File: src/ddsw_params.svh
// Constants shared by both ends of the serial word loader
`ifndef DDSW_PARAMS_SVH
`define DDSW_PARAMS_SVH

// ----------------------------------------
// Serial word
// ----------------------------------------
`define DDSW_WORD_BITS      16
`define DDSW_ADDR_CTRL      2'h0
`define DDSW_ADDR_TWA       2'h1
`define DDSW_ADDR_TWB       2'h2
`define DDSW_ADDR_PHASE     2'h3
`define DDSW_PHASE_SEL_BIT  13

// ----------------------------------------
// Mode setup word fields
// ----------------------------------------
`define DDSW_CTL_PAIR       13
`define DDSW_CTL_HALF       12
`define DDSW_CTL_TSEL       11
`define DDSW_CTL_PSEL       10
`define DDSW_CTL_SRC        9
`define DDSW_CTL_RESET      8
`define DDSW_CTL_CSLEEP     7
`define DDSW_CTL_DSLEEP     6
`define DDSW_CTL_BITEN      5
`define DDSW_CTL_SIGN       4
`define DDSW_CTL_HALVE_MSB_OUTPUT       3
`define DDSW_CTL_MODE       1
`define DDSW_CTL_RESET_VAL  14'h0000

// ----------------------------------------
// Latency and timing
// ----------------------------------------
`define DDSW_PIPE_CYCLES    8
`define DDSW_CLK_NS         100
`define DDSW_SCLK_HALF_NS   200
`define DDSW_SCLK_HALF_CYC  \
  ((`DDSW_SCLK_HALF_NS + `DDSW_CLK_NS - 1) / `DDSW_CLK_NS)

// ----------------------------------------
// Controller APB registers
// ----------------------------------------
`define DDSW_REG_TX         12'h000
`define DDSW_REG_CTRL       12'h004
`define DDSW_REG_STATUS     12'h008
`define DDSW_CTRL_HOLD      0
`define DDSW_CTRL_RSTPIN    1
`define DDSW_CTRL_SLEEPPIN  2
`define DDSW_CTRL_TSELPIN   3
`define DDSW_CTRL_PSELPIN   4
`define DDSW_CTRL_RESET_VAL 5'h02
`define DDSW_STAT_BUSY      0
`define DDSW_STAT_FRAMED    1
`define DDSW_STAT_CNT_LSB   8

`endif

File: src/ddsw_pkg.sv
// Types shared by both ends of the serial word loader
`include "ddsw_params.svh"

package ddsw_pkg;

  typedef logic [`DDSW_PIPE_CYCLES-1:0][39:0] ddsw_pipe_t;

  typedef struct packed {
    logic        sclk_q;
    logic [3:0]  bit_cnt;
    logic [15:0] shreg;
    logic [15:0] last_word;
    logic        word_strobe;
    logic [13:0] ctl;
    logic [13:0] ctl_neg;
    logic [27:0] tw_a;
    logic [27:0] tw_b;
    logic [11:0] ph_a;
    logic [11:0] ph_b;
    logic        pair_pending;
    logic [1:0]  pair_addr;
    logic [13:0] pair_low;
    logic [1:0]  sel_prev;
    logic        rst_neg;
    logic        conv_sleep;
    logic [3:0]  run_cnt;
    logic        run;
    ddsw_pipe_t  pipe;
  } ddsw_dev_state_t;

  typedef enum logic [1:0] {
    DDSW_IDLE = 2'b00,
    DDSW_HIGH = 2'b01,
    DDSW_LOW  = 2'b10,
    DDSW_HOLD = 2'b11
  } ddsw_mst_fsm_t;

  typedef struct packed {
    ddsw_mst_fsm_t fsm;
    logic [7:0]    div_cnt;
    logic [3:0]    bit_cnt;
    logic [15:0]   shreg;
    logic          sclk;
    logic          frame_sync_n;
    logic          sdata;
    logic          pending;
    logic [15:0]   tx_word;
    logic [4:0]    ctrl;
    logic [7:0]    sent_cnt;
    logic [31:0]   prdata;
  } ddsw_mst_state_t;

endpackage : ddsw_pkg

File: src/ddsw_if.sv
// Serial link and control pins between controller and device
`timescale 1ns/1ps
`default_nettype none

interface ddsw_if;
  logic sclk;
  logic frame_sync_n;
  logic sdata;
  logic tuning_select_pin;
  logic offset_select_pin;
  logic reset_pin;
  logic sleep_pin;

  modport dev (
    input sclk,
    input frame_sync_n,
    input sdata,
    input tuning_select_pin,
    input offset_select_pin,
    input reset_pin,
    input sleep_pin
  );

  modport mst (
    output sclk,
    output frame_sync_n,
    output sdata,
    output tuning_select_pin,
    output offset_select_pin,
    output reset_pin,
    output sleep_pin
  );
endinterface : ddsw_if

`default_nettype wire

File: src/ddsw_device.sv
// Device end: serial word loader with register decode and latency
`timescale 1ns/1ps
`default_nettype none
`include "ddsw_params.svh"

// Contract
// - Every transfer is a 16-bit serial word
// - Frame sync high: serial data ignored
// - Shift on falling serial clock, 16 pulses
// - Frame may stay low for streamed words
// - Master holds serial clock high at frame start
// - Reset clears synth state, keeps registers
// - Master holds reset while loading registers
// - Output starts eight cycles after reset release
// - Select pin latency eight, late adds one
// - Register load reaches output in 8-9 cycles
// - Reset and sleep release sampled late
// - Control bits sampled late, except mode, pair and half select
// - Top bits zero write mode setup word
// - Pair mode: low half, then high half
// - Pair mode updates only after both halves
// - Master repeats one register for full loads
// - Split mode writes one 14-bit half
// - Half select ignored in pair mode
// - Half select one high, zero low
// - Tuning select bit picks word b
// - Source bit: pins or control bits
module ddsw_device (
  input  wire logic        pclk,
  input  wire logic        presetn,
  ddsw_if.dev              link,
  input  wire logic        select_pin_late,
  output logic [27:0]      active_tuning_word,
  output logic [11:0]      active_phase_word,
  output logic             synth_reset,
  output logic             output_run,
  output logic             clock_sleep,
  output logic             converter_sleep,
  output logic             bit_output_enable,
  output logic             sign_or_msb_select,
  output logic             halve_msb_output,
  output logic             wave_mode,
  output logic             word_strobe,
  output logic [15:0]      last_word
);

  // ----------------------------------------
  // Helpers
  // ----------------------------------------
  function automatic logic [27:0] ddsw_half_put(
    input logic [27:0] old,
    input logic [13:0] val,
    input logic        hi
  );
    return hi ? {val, old[13:0]} : {old[27:14], val};
  endfunction : ddsw_half_put

  ddsw_pkg::ddsw_dev_state_t s;
  ddsw_pkg::ddsw_dev_state_t next_s;

  logic [15:0] word;
  logic        fall;
  logic [27:0] cur;
  logic [27:0] nv;
  logic        wr;
  logic        src;
  logic [1:0]  pin_sel;
  logic        tsel;
  logic        psel;
  logic        eff_rst;

  // ----------------------------------------
  // Next state
  // ----------------------------------------
  always_comb begin
    next_s = s;
    word = {s.shreg[14:0], link.sdata};
    fall = s.sclk_q & ~link.sclk;
    cur = 28'h0000000;
    nv = 28'h0000000;
    wr = 1'b0;
    next_s.word_strobe = 1'b0;
    next_s.sclk_q = link.sclk;

    // Serial side
    if (link.frame_sync_n) begin
      next_s.bit_cnt = 4'h0;
    end else if (fall) begin
      next_s.shreg = word;
      // Counter wraps so held frames stream words
      next_s.bit_cnt = s.bit_cnt + 4'h1;
      if (s.bit_cnt == 4'hf) begin
        next_s.word_strobe = 1'b1;
        next_s.last_word = word;
        unique case (word[15:14])
          `DDSW_ADDR_CTRL: begin
            next_s.ctl = word[13:0];
            next_s.pair_pending = 1'b0;
          end
          `DDSW_ADDR_TWA, `DDSW_ADDR_TWB: begin
            cur = (word[15:14] == `DDSW_ADDR_TWB) ? s.tw_b : s.tw_a;
            if (s.ctl[`DDSW_CTL_PAIR]) begin
              if (s.pair_pending && s.pair_addr == word[15:14]) begin
                nv = ddsw_half_put(cur, s.pair_low, 1'b0);
                nv = ddsw_half_put(nv, word[13:0], 1'b1);
                wr = 1'b1;
                next_s.pair_pending = 1'b0;
              end else begin
                // First half parked, register untouched
                next_s.pair_pending = 1'b1;
                next_s.pair_addr = word[15:14];
                next_s.pair_low = word[13:0];
              end
            end else begin
              nv = ddsw_half_put(cur, word[13:0], s.ctl[`DDSW_CTL_HALF]);
              wr = 1'b1;
              next_s.pair_pending = 1'b0;
            end
            if (wr && word[15:14] == `DDSW_ADDR_TWB) begin
              next_s.tw_b = nv;
            end else if (wr) begin
              next_s.tw_a = nv;
            end
          end
          `DDSW_ADDR_PHASE: begin
            if (word[`DDSW_PHASE_SEL_BIT]) begin
              next_s.ph_b = word[11:0];
            end else begin
              next_s.ph_a = word[11:0];
            end
          end
        endcase
      end
    end

    // Late sampling stage, one cycle behind the serial side
    next_s.ctl_neg = s.ctl;
    src = s.ctl_neg[`DDSW_CTL_SRC];
    next_s.sel_prev = {link.tuning_select_pin, link.offset_select_pin};
    // A pin change outside its window lands one cycle later
    pin_sel = select_pin_late ? s.sel_prev
                              : {link.tuning_select_pin, link.offset_select_pin};
    tsel = src ? pin_sel[1] : s.ctl_neg[`DDSW_CTL_TSEL];
    psel = src ? pin_sel[0] : s.ctl_neg[`DDSW_CTL_PSEL];
    eff_rst = src ? link.reset_pin : s.ctl_neg[`DDSW_CTL_RESET];
    next_s.rst_neg = eff_rst;
    next_s.conv_sleep = src ? link.sleep_pin
                            : s.ctl_neg[`DDSW_CTL_DSLEEP];

    // Output pipeline
    next_s.pipe[0] = {tsel ? s.tw_b : s.tw_a,
                      psel ? s.ph_b : s.ph_a};
    for (int i = 1; i < `DDSW_PIPE_CYCLES; i++) begin
      next_s.pipe[i] = s.pipe[i-1];
    end

    // Run-up after reset; registers stay untouched
    if (s.rst_neg) begin
      next_s.run_cnt = 4'h0;
      next_s.run = 1'b0;
    end else if (!s.run) begin
      next_s.run_cnt = s.run_cnt + 4'h1;
      next_s.run = (s.run_cnt == 4'(`DDSW_PIPE_CYCLES - 2));
    end
  end

  // ----------------------------------------
  // State register
  // ----------------------------------------
  always_ff @(posedge pclk or negedge presetn) begin
    if (!presetn) begin
      s <= '0;
    end else begin
      s <= next_s;
    end
  end

  // ----------------------------------------
  // Outputs
  // ----------------------------------------
  assign active_tuning_word = s.pipe[`DDSW_PIPE_CYCLES-1][39:12];
  assign active_phase_word  = s.pipe[`DDSW_PIPE_CYCLES-1][11:0];
  assign synth_reset        = s.rst_neg;
  assign output_run         = s.run;
  assign clock_sleep        = s.ctl_neg[`DDSW_CTL_CSLEEP];
  assign converter_sleep    = s.conv_sleep;
  assign bit_output_enable  = s.ctl_neg[`DDSW_CTL_BITEN];
  assign sign_or_msb_select = s.ctl_neg[`DDSW_CTL_SIGN];
  assign halve_msb_output   = s.ctl_neg[`DDSW_CTL_HALVE_MSB_OUTPUT];
  // Mode bit bypasses the late stage
  assign wave_mode          = s.ctl[`DDSW_CTL_MODE];
  assign word_strobe        = s.word_strobe;
  assign last_word          = s.last_word;

endmodule : ddsw_device

`default_nettype wire

File: src/flat_wrapper.sv
// flat-port wrapper written by rule: the top's interface ports become plain ports
module ddsw_device_flat 
  (pclk, presetn, select_pin_late, active_tuning_word, active_phase_word, synth_reset, output_run, clock_sleep, converter_sleep, bit_output_enable, sign_or_msb_select, halve_msb_output, wave_mode, word_strobe, last_word, link_sclk, link_frame_sync_n, link_sdata, link_tuning_select_pin, link_offset_select_pin, link_reset_pin, link_sleep_pin);
  ddsw_if link_i ();
  input  wire logic pclk;
  input  wire logic presetn;
  input  wire logic select_pin_late;
  output logic [27:0] active_tuning_word;
  output logic [11:0] active_phase_word;
  output logic synth_reset;
  output logic output_run;
  output logic clock_sleep;
  output logic converter_sleep;
  output logic bit_output_enable;
  output logic sign_or_msb_select;
  output logic halve_msb_output;
  output logic wave_mode;
  output logic word_strobe;
  output logic [15:0] last_word;
  input wire logic [$bits(link_i.sclk)-1:0] link_sclk;
  input wire logic [$bits(link_i.frame_sync_n)-1:0] link_frame_sync_n;
  input wire logic [$bits(link_i.sdata)-1:0] link_sdata;
  input wire logic [$bits(link_i.tuning_select_pin)-1:0] link_tuning_select_pin;
  input wire logic [$bits(link_i.offset_select_pin)-1:0] link_offset_select_pin;
  input wire logic [$bits(link_i.reset_pin)-1:0] link_reset_pin;
  input wire logic [$bits(link_i.sleep_pin)-1:0] link_sleep_pin;
  assign link_i.sclk = link_sclk;
  assign link_i.frame_sync_n = link_frame_sync_n;
  assign link_i.sdata = link_sdata;
  assign link_i.tuning_select_pin = link_tuning_select_pin;
  assign link_i.offset_select_pin = link_offset_select_pin;
  assign link_i.reset_pin = link_reset_pin;
  assign link_i.sleep_pin = link_sleep_pin;
  ddsw_device u_core (.pclk(pclk), .presetn(presetn), .link(link_i), .select_pin_late(select_pin_late), .active_tuning_word(active_tuning_word), .active_phase_word(active_phase_word), .synth_reset(synth_reset), .output_run(output_run), .clock_sleep(clock_sleep), .converter_sleep(converter_sleep), .bit_output_enable(bit_output_enable), .sign_or_msb_select(sign_or_msb_select), .halve_msb_output(halve_msb_output), .wave_mode(wave_mode), .word_strobe(word_strobe), .last_word(last_word));
endmodule
File: config.mk
export PLATFORM = sky130hd
export DESIGN_NAME = ddsw_device_flat
export DESIGN_NICKNAME = d
export VERILOG_FILES = /design/src/ddsw_pkg.sv /design/src/ddsw_if.sv /design/src/ddsw_device.sv /design/src/flat_wrapper.sv
export VERILOG_INCLUDE_DIRS = /design/src
export SDC_FILE = /design/constraint.sdc
export NUM_CORES = 1
export LEC_CHECK = 0
export BUFFER_PORTS_ARGS = -buffer_cell sky130_fd_sc_hd__clkbuf_2
export CORE_UTILIZATION = 39
export DETAILED_ROUTE_END_ITERATION = 12
export PLACE_DENSITY = 0.67
export SYNTH_ARGS = -nofsm -noshare
export SYNTH_HDL_FRONTEND = slang
export SYNTH_SLANG_ARGS = --single-unit
export TNS_END_PERCENT = 20
File: constraint.sdc
create_clock -name pclk -period 2.4 [get_ports pclk]
set_input_delay 0.48 -clock pclk [delete_from_list [all_inputs] [get_ports pclk]]
set_output_delay 0.48 -clock pclk [all_outputs]
set_load 0.02 [all_outputs]
==> results.md, run 1 <==
- Htree depth: 2
- WP data arrival: between 2 and 3 ns
- Run status: completed
- Final setup fails: 0
- WP data required: 2.85 ns
- Syn_nets: about 970
- NumNets Final: 1034
- Synth Instances: 951
- Crit. End Element: flip-flop
- Ys async rst share: 100.0%
- Top_reg_cell synth: dfrtp_1
- VDD IR max: 0.4445 mV
- DRC violations left: 0
- Register area: between 0.01 and 0.015 mm2
- Post-DR vias/cell: 4.583
- Worst skew pair latency: 0.57 ns
- Compound-Gate Fraction of Synth Area: ~2.4%
- PwrDens: 898.3 mW/mm2
- Worst hold path class: input port to flip-flop
- Largest family of logic cells by synthesized area: multiplexers
- Startpoint Class: flip-flop
- TritonCTS buffer count: 49
- Worst slew pin tran: around 1.1 ns
- Fin Setup TNS: 0 ns
- Synth Area in Adders: 0.5450%
- Period utilization: 87.71%
- Share of layout cells above drive strength 1: 31.98%
- Routed len/inst: 16.27 um
- Kind of critical path: flip-flop to flip-flop
- First-pass GRT wire length: between 40000 and 50000 um
- Setup bufs post-CTS: 0
- Number of max-cap violations: 0
- Die W: 205.0 um
- Area of the multi-input gates: 0.003211 mm2
- CTS tree: built
- Static leakage: 9.001 nW
- F_max: 475.1 MHz
- Dpl cells: 1487
- Total grt overflow: 0
- Sink Count: ~480
- Post-Syn Area: approximately 0.016 mm2
- Non-filler cells, final: 1582
- FP Rows: 73
- Drt first pass iters: 4
- Avg Inst Size Synth: 16.90 um2
- DRT iter0 DRCs: 281
- Mux contribution to synthesized area: between 10% and 20%
- Port buffer count: 74
- Antenna violations before repair: 0
- CTS resizes: 0
- WL final: 25740 um
- Die Y: 205.0 um
- Yosys warns: 0
- Gpl congestion: 0.7600
- Critical path peak fanout: 28
- Initial Util: 39.99%
- Post-route ant nets: 0
- Largest net degree at the start of global routing: 71
- Post-synthesis sequential element count: 484
- Skew final: approximately 0.027 ns
- Slew margin rel.: 25.39%
- Area Growth Syn to Fin: 16.15%
- Synth cell types: 33
- I/O pins: 75
- Post-synthesis xor/xnor area fraction: less than 1%
- Ant. Diodes: 0
- Hold buffer count at CTS: 4
- Register area share after synthesis: approximately 75%
- Vias in the first global route: between 7000 and 8000
- Fillers: 3463
- CTS max path bufs: 3
- Routed vias: 7251
- RSZ-0062 raised after global routing: no
- Final Critical Period: about 2.1 ns
- Final hold viol count: 0
- Total track usage: 13.06%
- Number of synthesized flops with an enable pin: 0
- Die ar.: 0.04202 mm2
- Root Buffer: clkbuf_16
- Post-DP HPWL: around 15000 um
- Worst-path clk slew: about 0.06 ns
- Fin. max-slew vios: 0
- Simple-Gate Fraction of Synth Area: 1.487%
- Placeable Area: 0.04019 mm2
[sequential cells by signal (all words and copies together) (netlist names)]
register,flops
u_core.next_s,291
u_core.s,128
u_core.active_tuning_word,28
u_core.last_word,16
u_core.active_phase_word,12
u_core.bit_output_enable,1
u_core.clock_sleep,1
u_core.converter_sleep,1
u_core.halve_msb_output,1
u_core.output_run,1
u_core.sign_or_msb_select,1
u_core.synth_reset,1
u_core.wave_mode,1
u_core.word_strobe,1
[final timing paths]
| path | start | to | slack (ns) | cells past startpoint |
|---|---|---|---|---|
| min in group asynchronous | presetn | u_core.active_tuning_word[25]$_DFF_PN0_ | 0.38 | 2 |
| max | u_core.s[485]$_DFFE_PN0P_ | u_core.s[385]$_DFFE_PN0P_ | 0.29 | 6 |
| max in group asynchronous | presetn | u_core.s[363]$_DFFE_PN0P_ | 1.25 | 4 |
| max reg2reg | u_core.s[485]$_DFFE_PN0P_ | u_core.s[385]$_DFFE_PN0P_ | 0.29 | 6 |
| min | link_frame_sync_n | u_core.s[487]$_DFFE_PN0P_ | 0.13 | 2 |
| min reg2reg | u_core.next_s[260]$_DFF_PN0_ | u_core.next_s[300]$_DFF_PN0_ | 0.34 | 0 |
[per-layer routing]
layer,global-route usage (%),wire [um],up-vias
li1,-,-,3267
met1,17.35,11650,3828
met2,20.91,12450,105
met3,2.816,953,51
met4,5.132,695,0
met5,0,0,-
[worst max-delay path, stage by stage (launching register included)]
cell,delay [ns]
dfrtp_1,0.48
inv_1,0.10
ha_1,0.38
nand3_4,0.12
a211oi_4,0.27
buf_12,0.27
mux2_2,0.36
[where the power goes]
| group | internal, W | switching, W |
|---|---|---|
| registers | 0.00823 | 0.000255 |
| logic | 0.000183 | 0.000295 |
| clock network | 0.00476 | 0.00305 |
| total | 0.0132 | 0.00360 |
[synth_stat cells, drive strengths merged (3+ instances only)]
master / count / area share, %
a211oi: 16 / 0.90
xor2: 3 / 0.16
ha: 7 / 0.54
clkbuf: 12 / 0.28
buf: 86 / 3.6
nor2: 24 / 0.56
nand3: 3 / 0.20
o21ai: 6 / 0.19
dfrtp: 484 / 75
o2bb2ai: 14 / 0.76
inv: 34 / 0.79
a21oi: 15 / 0.47
nand2: 7 / 0.21
mux2i: 73 / 4.5
nor2b: 3 / 0.12
xnor2: 5 / 0.27
mux2: 151 / 11
[kinds of logic (layout without fill, tap and decap cells)]
group                    after synthesis  count (layout)
multiplexers                         224             224
buffers and inverters                132             238
AND/OR/NAND/NOR                       44              44
AO/OA/AOI/OAI                         52              52
XOR/XNOR                               8               8
flip-flops                           484             484
adder cells (fa/ha/maj)                7               7
[placed cells by master, fill, tap and decap left out, types with 2 or more instances in the layout]
master | netlist | layout
ha_1 | 7 | 7
clkbuf_16 | 0 | 49
o2bb2ai_1 | 14 | 14
clkinv_2 | 0 | 7
dlygate4sd3_1 | 0 | 4
a211oi_1 | 14 | 14
buf_12 | 0 | 12
clkinvlp_4 | 0 | 3
xnor2_1 | 5 | 5
mux2_2 | 138 | 138
a211oi_4 | 2 | 2
o21ai_0 | 5 | 5
clkbuf_1 | 12 | 8
nand2_1 | 6 | 6
clkbuf_8 | 0 | 14
dfrtp_1 | 484 | 484
mux2_1 | 13 | 13
a21oi_1 | 15 | 15
clkbuf_2 | 0 | 73
clkinv_8 | 0 | 3
nor2_1 | 24 | 24
xor2_1 | 3 | 3
buf_4 | 56 | 23
bufinv_16 | 0 | 5
mux2i_1 | 73 | 73
inv_1 | 34 | 34
nor2b_1 | 3 | 3
and4_1 | 2 | 2
[layout make-up]
type                       instances  area share (%)
sequential                       484           64.89
multi-input combinational        335           17.20
clock buffer                      71           7.762
timing repair buffer             113           4.464
tap                              525           3.519
clock inverter                    20           1.481
inverter                          34          0.6837
[metrics by stage]
stage,hold WS [ns],instance area (um2),setup slack [ns],total power (W),util (%)
2_1_floorplan,0.1844,16070,0.3386,0.008719,-
3_3_place_gp,0.3335,16900,0.3239,0.009109,42.05
3_5_place_dp,0.3347,16900,0.2947,0.009125,42.05
4_1_cts,0.1033,18670,0.2949,0.01704,46.44
5_1_grt,0.1229,18670,0.1914,0.01750,46.44
6_report,0.1311,18670,0.2950,0.01677,46.44
(Power assumes the default switching activity.)
==> run 2: changes to the inputs <==
CTS_BUF_LIST = sky130_fd_sc_hd__clkbuf_4 sky130_fd_sc_hd__clkbuf_8   (was not set)
PLACE_DENSITY = 0.69   (was 0.67)
clock period = 1.8 ns   (was 2.4 ns; I/O delays follow)
==> run 2 against run 1 <==
  * The run now ends with negative setup slack left
  * Clock power grew 29%
  * Sequential power is 33% higher
  * Global-route usage rose by 0.35 points
  * First-iteration DRC count fell by 1.4%
  * Core utilization grew 1.8 points
  * Wire length rose by 3.7%
  * Register-to-register slack lost 0.40 ns
  * Count of clock-buffer cells in the layout rose by 52
==> results.md, run 2 (synthesis gave the netlist of run 1 again) <==
- Run status: complete, but fails checks
- Violations in the final reports: negative setup slack
- Routed vias: 7592 (+4.7%)
- Slowest library cell on the worst path: dfrtp_2
- Worst skew pair latency: 0.62 ns (+0.05 ns)
- WP data arrival: 2.40 ns (-0.16 ns)
- Number of max-cap violations: 0 (unchanged)
- Critical path's top delay family: buffers and inverters
- Drt first pass iters: 4 (unchanged)
- Register area: 0.01211 mm2 (about the same)
- Critical path peak fanout: 5 (-82%)
- Crit. End Element: flip-flop
- Flop pwr share: 51.2% (+0.6 points)
- Net Sw Power: 0.004808 W (+34%)
- Commonest non-fill, non-tap cells in the layout: dfrtp_1, mux2_2, clkbuf_8
- Gpl congestion: 0.7468 (-1.7%)
- CTS max path bufs: 3 (unchanged)
- WL final: 26690 um (+3.7%)
- Final hold viol count: 0 (unchanged)
- Pint: 0.01733 W (+32%)
- RSZ-0062 raised after global routing: yes
- Area Growth Syn to Fin: 20.71%
- Root Buffer: clkbuf_8
- Fillers: 3390 (-2.1%)
- Worst hold path class: input port to flip-flop
- Die Y: 205.0 um (unchanged)
- Slew margin rel.: 60.38% (+35 points)
- DRT iter0 DRCs: 277 (-1.4%)
- DRC violations left: 0 (unchanged)
- CTS tree: built
- Fin util: 48.27% (+1.8 points)
- Ant. Diodes: 0 (unchanged)
- Tot Pwr: 0.02213 W (+32%)
- Post-DR vias/cell: 4.557 (-0.58%)
- Combinational Power Share: 3.2% (+0.3 points)
- Initial Util: 39.99% (unchanged)
- Vias in the first global route: 8281 (+5.2%)
- Post-place setup slack: -0.07965 ns (-0.3744 ns)
- Skew final: 0.03680 ns (+0.009885 ns)
- Total track usage: 13.41% (+0.35 points)
- Dpl cells: 1509 (+1.5%)
- Crit path buf inv count: 4 (+2)
- Worst-path clk slew: 0.07 ns (about the same)
- Clock power frac: 45.6% (-1.0 points)
- Final Critical Period: 1.908 ns (-0.1968 ns)
- Hold WS: 0.05104 ns (-0.08007 ns)
- WP data required: 2.29 ns (-0.56 ns)
- First-pass GRT wire length: 43390 um (+1.9%)
- TritonCTS buffer count: 79 (+61%)
- Period utilization: 106.0% (+18 points)
- I/O pins: 75 (unchanged)
- Non-filler cells, final: 1666 (+5.3%)
- Setup WS post-layout: -0.1082 ns (-0.4032 ns)
- Antenna violations before repair: 0 (unchanged)
- PwrDens: 1141 mW/mm2 (+27%)
- Port buffer count: 74 (unchanged)
- CP Cell Sequence: inv_4 > buf_4 > ha_4 > nand3_4 > a211oi_4 > buf_6 > buf_6 > mux2_2
- Share of layout cells above drive strength 1: 39.96% (+8.0 points)
- Worst slew pin tran: 0.5943 ns (-0.5247 ns)
- Total grt overflow: 0 (unchanged)
- FP Rows: 73 (unchanged)
- Max reg flops: 291 (unchanged)
- Placeable Area: 0.04019 mm2 (unchanged)
- F_max: 524.1 MHz (+10%)
- Die ar.: 0.04202 mm2 (unchanged)
- Area of the multi-input gates: 0.003447 mm2 (+7.4%)
- Kind of critical path: flip-flop to flip-flop
- CP peak stage delay: 0.40 ns (-0.08 ns)
- Static leakage: 9.355 nW (+3.9%)
- Critical Path Most Common Cell: buf_6
- VDD IR max: 0.6360 mV (+43%)
- Largest net degree at the start of global routing: 91 (+28%)
- Sink Count: 484 (unchanged)
- Final setup fails: 68 (+68)
- Startpoint Class: flip-flop
- Post-route ant nets: 0 (unchanged)
- Htree depth: 3 (+1)
- Die W: 205.0 um (unchanged)
- NumNets Final: 1100 (+6.4%)
- Fin. max-slew vios: 0 (unchanged)
- Switching Fraction: 21.72% (+0.27 points)
- Routed len/inst: 16.02 um (-1.5%)
- Post-DP HPWL: 15710 um (+1.7%)
- Most common cell after layout, fill and taps aside: dfrtp_1
## run 2: per-stage QoR
| step | cell area (um2) | TNS, ns |
|---|---|---|
| after floorplan | 16120 | -5.501 |
| final | 19400 | -3.819 |
| after CTS | 19220 | -3.702 |
| after detailed placement | 17210 | -2.022 |
| after global placement | 17210 | -1.185 |
| after global routing | 19400 | -7.298 |
## run 2: metal layers
layer / GRT usage, % / wire, um / vias up
met5: 0 / 0 / -
met4: 6.561 / 706 / 0
met3: 2.927 / 1016 / 51
met2: 21.79 / 13220 / 150
met1: 16.99 / 11750 / 3988
li1: - / - / 3403
## run 2: power groups by stage
stage | Sequential, W | Clock, W | Combinational, W
3_5_place_dp | 0.0115 | 0 | 0.000695
4_1_cts | 0.0113 | 0.0105 | 0.000720
3_3_place_gp | 0.0115 | 0 | 0.000673
6_report | 0.0113 | 0.0101 | 0.000705
2_1_floorplan | 0.0112 | 0 | 0.000436
5_1_grt | 0.0113 | 0.0109 | 0.000802
## run 2: final timing paths
check,from,to,slack [ns],cells past startpoint
max in group asynchronous,presetn,u_core.next_s[305]$_DFF_PN0_,0.75,4
setup reg to reg,u_core.s[484]$_DFFE_PN0P_,u_core.s[385]$_DFFE_PN0P_,-0.11,8
min in group asynchronous,presetn,u_core.active_tuning_word[25]$_DFF_PN0_,0.21,2
setup / recovery,u_core.s[484]$_DFFE_PN0P_,u_core.s[385]$_DFFE_PN0P_,-0.11,8
hold reg to reg,u_core.next_s[152]$_DFF_PN0_,u_core.next_s[192]$_DFF_PN0_,0.34,0
hold / removal,link_reset_pin,u_core.synth_reset$_DFF_PN0_,0.05,2
## run 2: what timing repair did
| item | 4_1_cts | 5_1_grt |
|---|---|---|
| setup buffers | 7 | 1 |
| hold endpoints to repair | 330 | 0 |
| gates cloned | 3 | 2 |
| pin swaps | 11 | 13 |
| hold buffers | 6 | 0 |
| endpoints found under the setup margin | 81 | 89 |
| resized for setup | 28 | 41 |
## run 2: final cells by class
cell class | instances | share of cell area, %
well taps | 525 | 3.386
flip-flops and latches | 484 | 62.45
multi-input cells | 335 | 17.77
clock inverters | 16 | 0.9868
repair buffers | 149 | 6.721
clock buffers | 123 | 8.017
inverters | 34 | 0.6708
==> run 3: changes to the inputs <==
==> constraint.sdc (replaced) <==
create_clock -name pclk -period 1.8 [get_ports pclk]
set_input_delay 0.54 -clock pclk [delete_from_list [all_inputs] [get_ports pclk]]
set_output_delay 0.54 -clock pclk [all_outputs]
set_load 0.02 [all_outputs]
==> run 3 against run 2 <==
  * The flow still finishes with violations (negative setup slack)
  * Combinational power grew 7.1%
  * Via count shrank 1.2%
  * Sequential power is essentially flat
  * Critical path type unchanged
  * Critical endpoint is now u_core.s[412]$_DFFE_PN0P_
==> results.md, run 3 (synthesis gave the netlist of run 1 again) <==
- FP Rows: 73 (unchanged)
- Non-filler cells, final: 1658 (-0.48%)
- Share of layout cells above drive strength 1: 40.16% (+0.19 points)
- Htree depth: 3 (unchanged)
- Root Buffer: clkbuf_8
- Busiest metal layer after global routing: met2
- Routed len/inst: 16.02 um (about the same)
- Most common cell after layout, fill and taps aside: dfrtp_1
- Violations in the final reports: negative setup slack
- VDD IR max: 0.4697 mV (-26%)
- Gpl congestion: 0.7343 (-1.7%)
- CTS max path bufs: 3 (unchanged)
- Largest net degree at the start of global routing: 75 (-18%)
- Fin. max-slew vios: 0 (unchanged)
- WP data arrival: 2.36 ns (-0.04 ns)
- Switching Fraction: 21.68% (-0.044 points)
- Fillers: 3404 (+0.41%)
- Final Critical Period: 1.892 ns (-0.01666 ns)
- Vias in the first global route: 8479 (+2.4%)
- Critical path peak fanout: 8 (+3)
- Net Sw Power: 0.004831 W (+0.49%)
- Post-route ant nets: 0 (unchanged)
- Slowest library cell on the worst path: dfrtp_1
- CTS tree: built
- Reg2reg start: u_core.s[484]$_DFFE_PN0P_
- Antenna violations before repair: 0 (unchanged)
- Total track usage: 13.49% (+0.081 points)
- Setup WS post-layout: -0.09155 ns (+0.01666 ns)
- Routed vias: 7503 (-1.2%)
- First-pass GRT wire length: 43880 um (+1.1%)
- Initial Util: 39.99% (unchanged)
- TritonCTS buffer count: 78 (-1.3%)
- Fin util: 48.20% (-0.072 points)
- Static leakage: 9.350 nW (about the same)
- Worst hold path class: input port to flip-flop
- Slew margin rel.: 64.95% (+4.6 points)
- CP peak stage delay: 0.40 ns (about the same)
- RSZ-0062 raised after global routing: yes
- Final setup fails: 42 (-38%)
- Combinational Power Share: 3.4% (+0.2 points)
- Flop pwr share: 50.6% (-0.6 points)
- NumNets Final: 1092 (-0.73%)
- Run status: complete, but fails checks
- Placeable Area: 0.04019 mm2 (unchanged)
- DRC violations left: 0 (unchanged)
- Dpl cells: 1511 (+0.13%)
- I/O pins: 75 (unchanged)
- Clock power frac: 46.0% (+0.4 points)
- Post-place setup slack: -0.2881 ns (-0.2084 ns)
- Commonest non-fill, non-tap cells in the layout: dfrtp_1, mux2_2, clkbuf_8
- Die W: 205.0 um (unchanged)
- Sink Count: 484 (unchanged)
- Pint: 0.01746 W (+0.75%)
- Total grt overflow: 0 (unchanged)
- PwrDens: 1151 mW/mm2 (+0.84%)
- Period utilization: 105.1% (-0.93 points)
- DRT iter0 DRCs: 256 (-7.6%)
- Worst-path clk slew: 0.06 ns (about the same)
- Hold path start: link_sclk
- Port buffer count: 74 (unchanged)
- Post-DP HPWL: 15940 um (+1.5%)
- Max reg flops: 291 (unchanged)
- Startpoint Class: flip-flop
- Final hold viol count: 0 (unchanged)
- Area Growth Syn to Fin: 20.53%
- Ant. Diodes: 0 (unchanged)
- F_max: 528.7 MHz (+0.88%)
- GR met2 Demand/Resource: 21.91% (+0.12 points)
- Die Y: 205.0 um (unchanged)
- Crit. End Element: flip-flop
- WP data required: 2.27 ns (-0.02 ns)
- Post-DR vias/cell: 4.525 (-0.70%)
- WL final: 26560 um (-0.48%)
- Worst skew pair latency: 0.60 ns (-0.02 ns)
- Kind of critical path: flip-flop to flip-flop
- Worst Setup SP: u_core.s[484]$_DFFE_PN0P_
- CP Cell Sequence: inv_2 > buf_6 > ha_4 > nand3_4 > a211oi_4 > buf_4 > buf_12 > mux2_4
- Met1 usage: 16.87% (-0.12 points)
- Grt met3 use: 3.325% (+0.40 points)
- Die ar.: 0.04202 mm2 (unchanged)
- Drt first pass iters: 4 (unchanged)
- Worst slew pin tran: 0.5258 ns (-0.06852 ns)
- Skew final: 0.02214 ns (-0.01466 ns)
- Number of max-cap violations: 0 (unchanged)
-- run 3: routing by layer --
metal / routed length, um / part of all wire (%)
met1: 11550 / 43
met2: 13080 / 49
met3: 1202 / 4.5
met4: 737 / 2.8
met5: 0 / 0
-- run 3: repair_timing --
action                                 in CTS  in global routing
gates resized for setup                    33                 27
setup buffers                               6                  0
pin swaps                                   7                  8
endpoints found under the hold margin      16                  0
hold buffers                                1                  0
setup endpoints to repair                 109                110
cloned                                      2                  1
-- run 3: layout make-up --
| class | count | area [um2] | share of cell area [%] |
|---|---|---|---|
| Clock buffer | 126 | 1590 | 8.210 |
| Inverter | 34 | 130.1 | 0.6718 |
| Timing Repair Buffer | 142 | 1265 | 6.531 |
| Multi-Input combinational cell | 335 | 3433 | 17.72 |
| Clock inverter | 12 | 178.9 | 0.9237 |
| Sequential cell | 484 | 12120 | 62.55 |
| Tap cell | 525 | 656.9 | 3.391 |
-- run 3: worst paths after layout --
check / endpoint / slack (ns) / cells past startpoint
max reg2reg: u_core.s[412]$_DFFE_PN0P_ / -0.09 / 8
max in group asynchronous: u_core.s[485]$_DFFE_PN0P_ / 0.69 / 3
max: u_core.s[412]$_DFFE_PN0P_ / -0.09 / 8
min: u_core.s[491]$_DFF_PN0_ / 0.06 / 1
min reg2reg: u_core.next_s[92]$_DFF_PN0_ / 0.34 / 0
min in group asynchronous: u_core.next_s[268]$_DFF_PN0_ / 0.41 / 2
-- run 3: per-stage QoR --
step           instance area [um2]  TNS (ns)  power [W]  hold slack [ns]
2_1_floorplan                16130    -10.42    0.01163           0.2444
4_1_cts                      19270    -4.304    0.02269         0.008534
3_3_place_gp                 17280    -20.92    0.01221           0.3328
6_report                     19370    -2.257    0.02229          0.05998
3_5_place_dp                 17280    -24.05    0.01224           0.3347
5_1_grt                      19370    -6.803    0.02333          0.02315
-- run 3: power by group through the flow --
stage	Combinational, W	Clock, W	Sequential (W)
after CTS	0.000771	0.0106	0.0113
after global placement	0.000731	0	0.0115
after detailed placement	0.000757	0	0.0115
after floorplan	0.000434	0	0.0112
after global routing	0.000853	0.0112	0.0113
final	0.000755	0.0102	0.0113
-- run 3: worst max-delay path, delay by kind of cell, from the launching register on --
family | cells | cell delay, ns
DFF | 1 | 0.40
muxes | 1 | 0.30
AOI/OAI and AO/OA | 1 | 0.19
adders and majority gates | 1 | 0.27
and+or+nand+nor | 1 | 0.10
buffers and inverters | 4 | 0.50
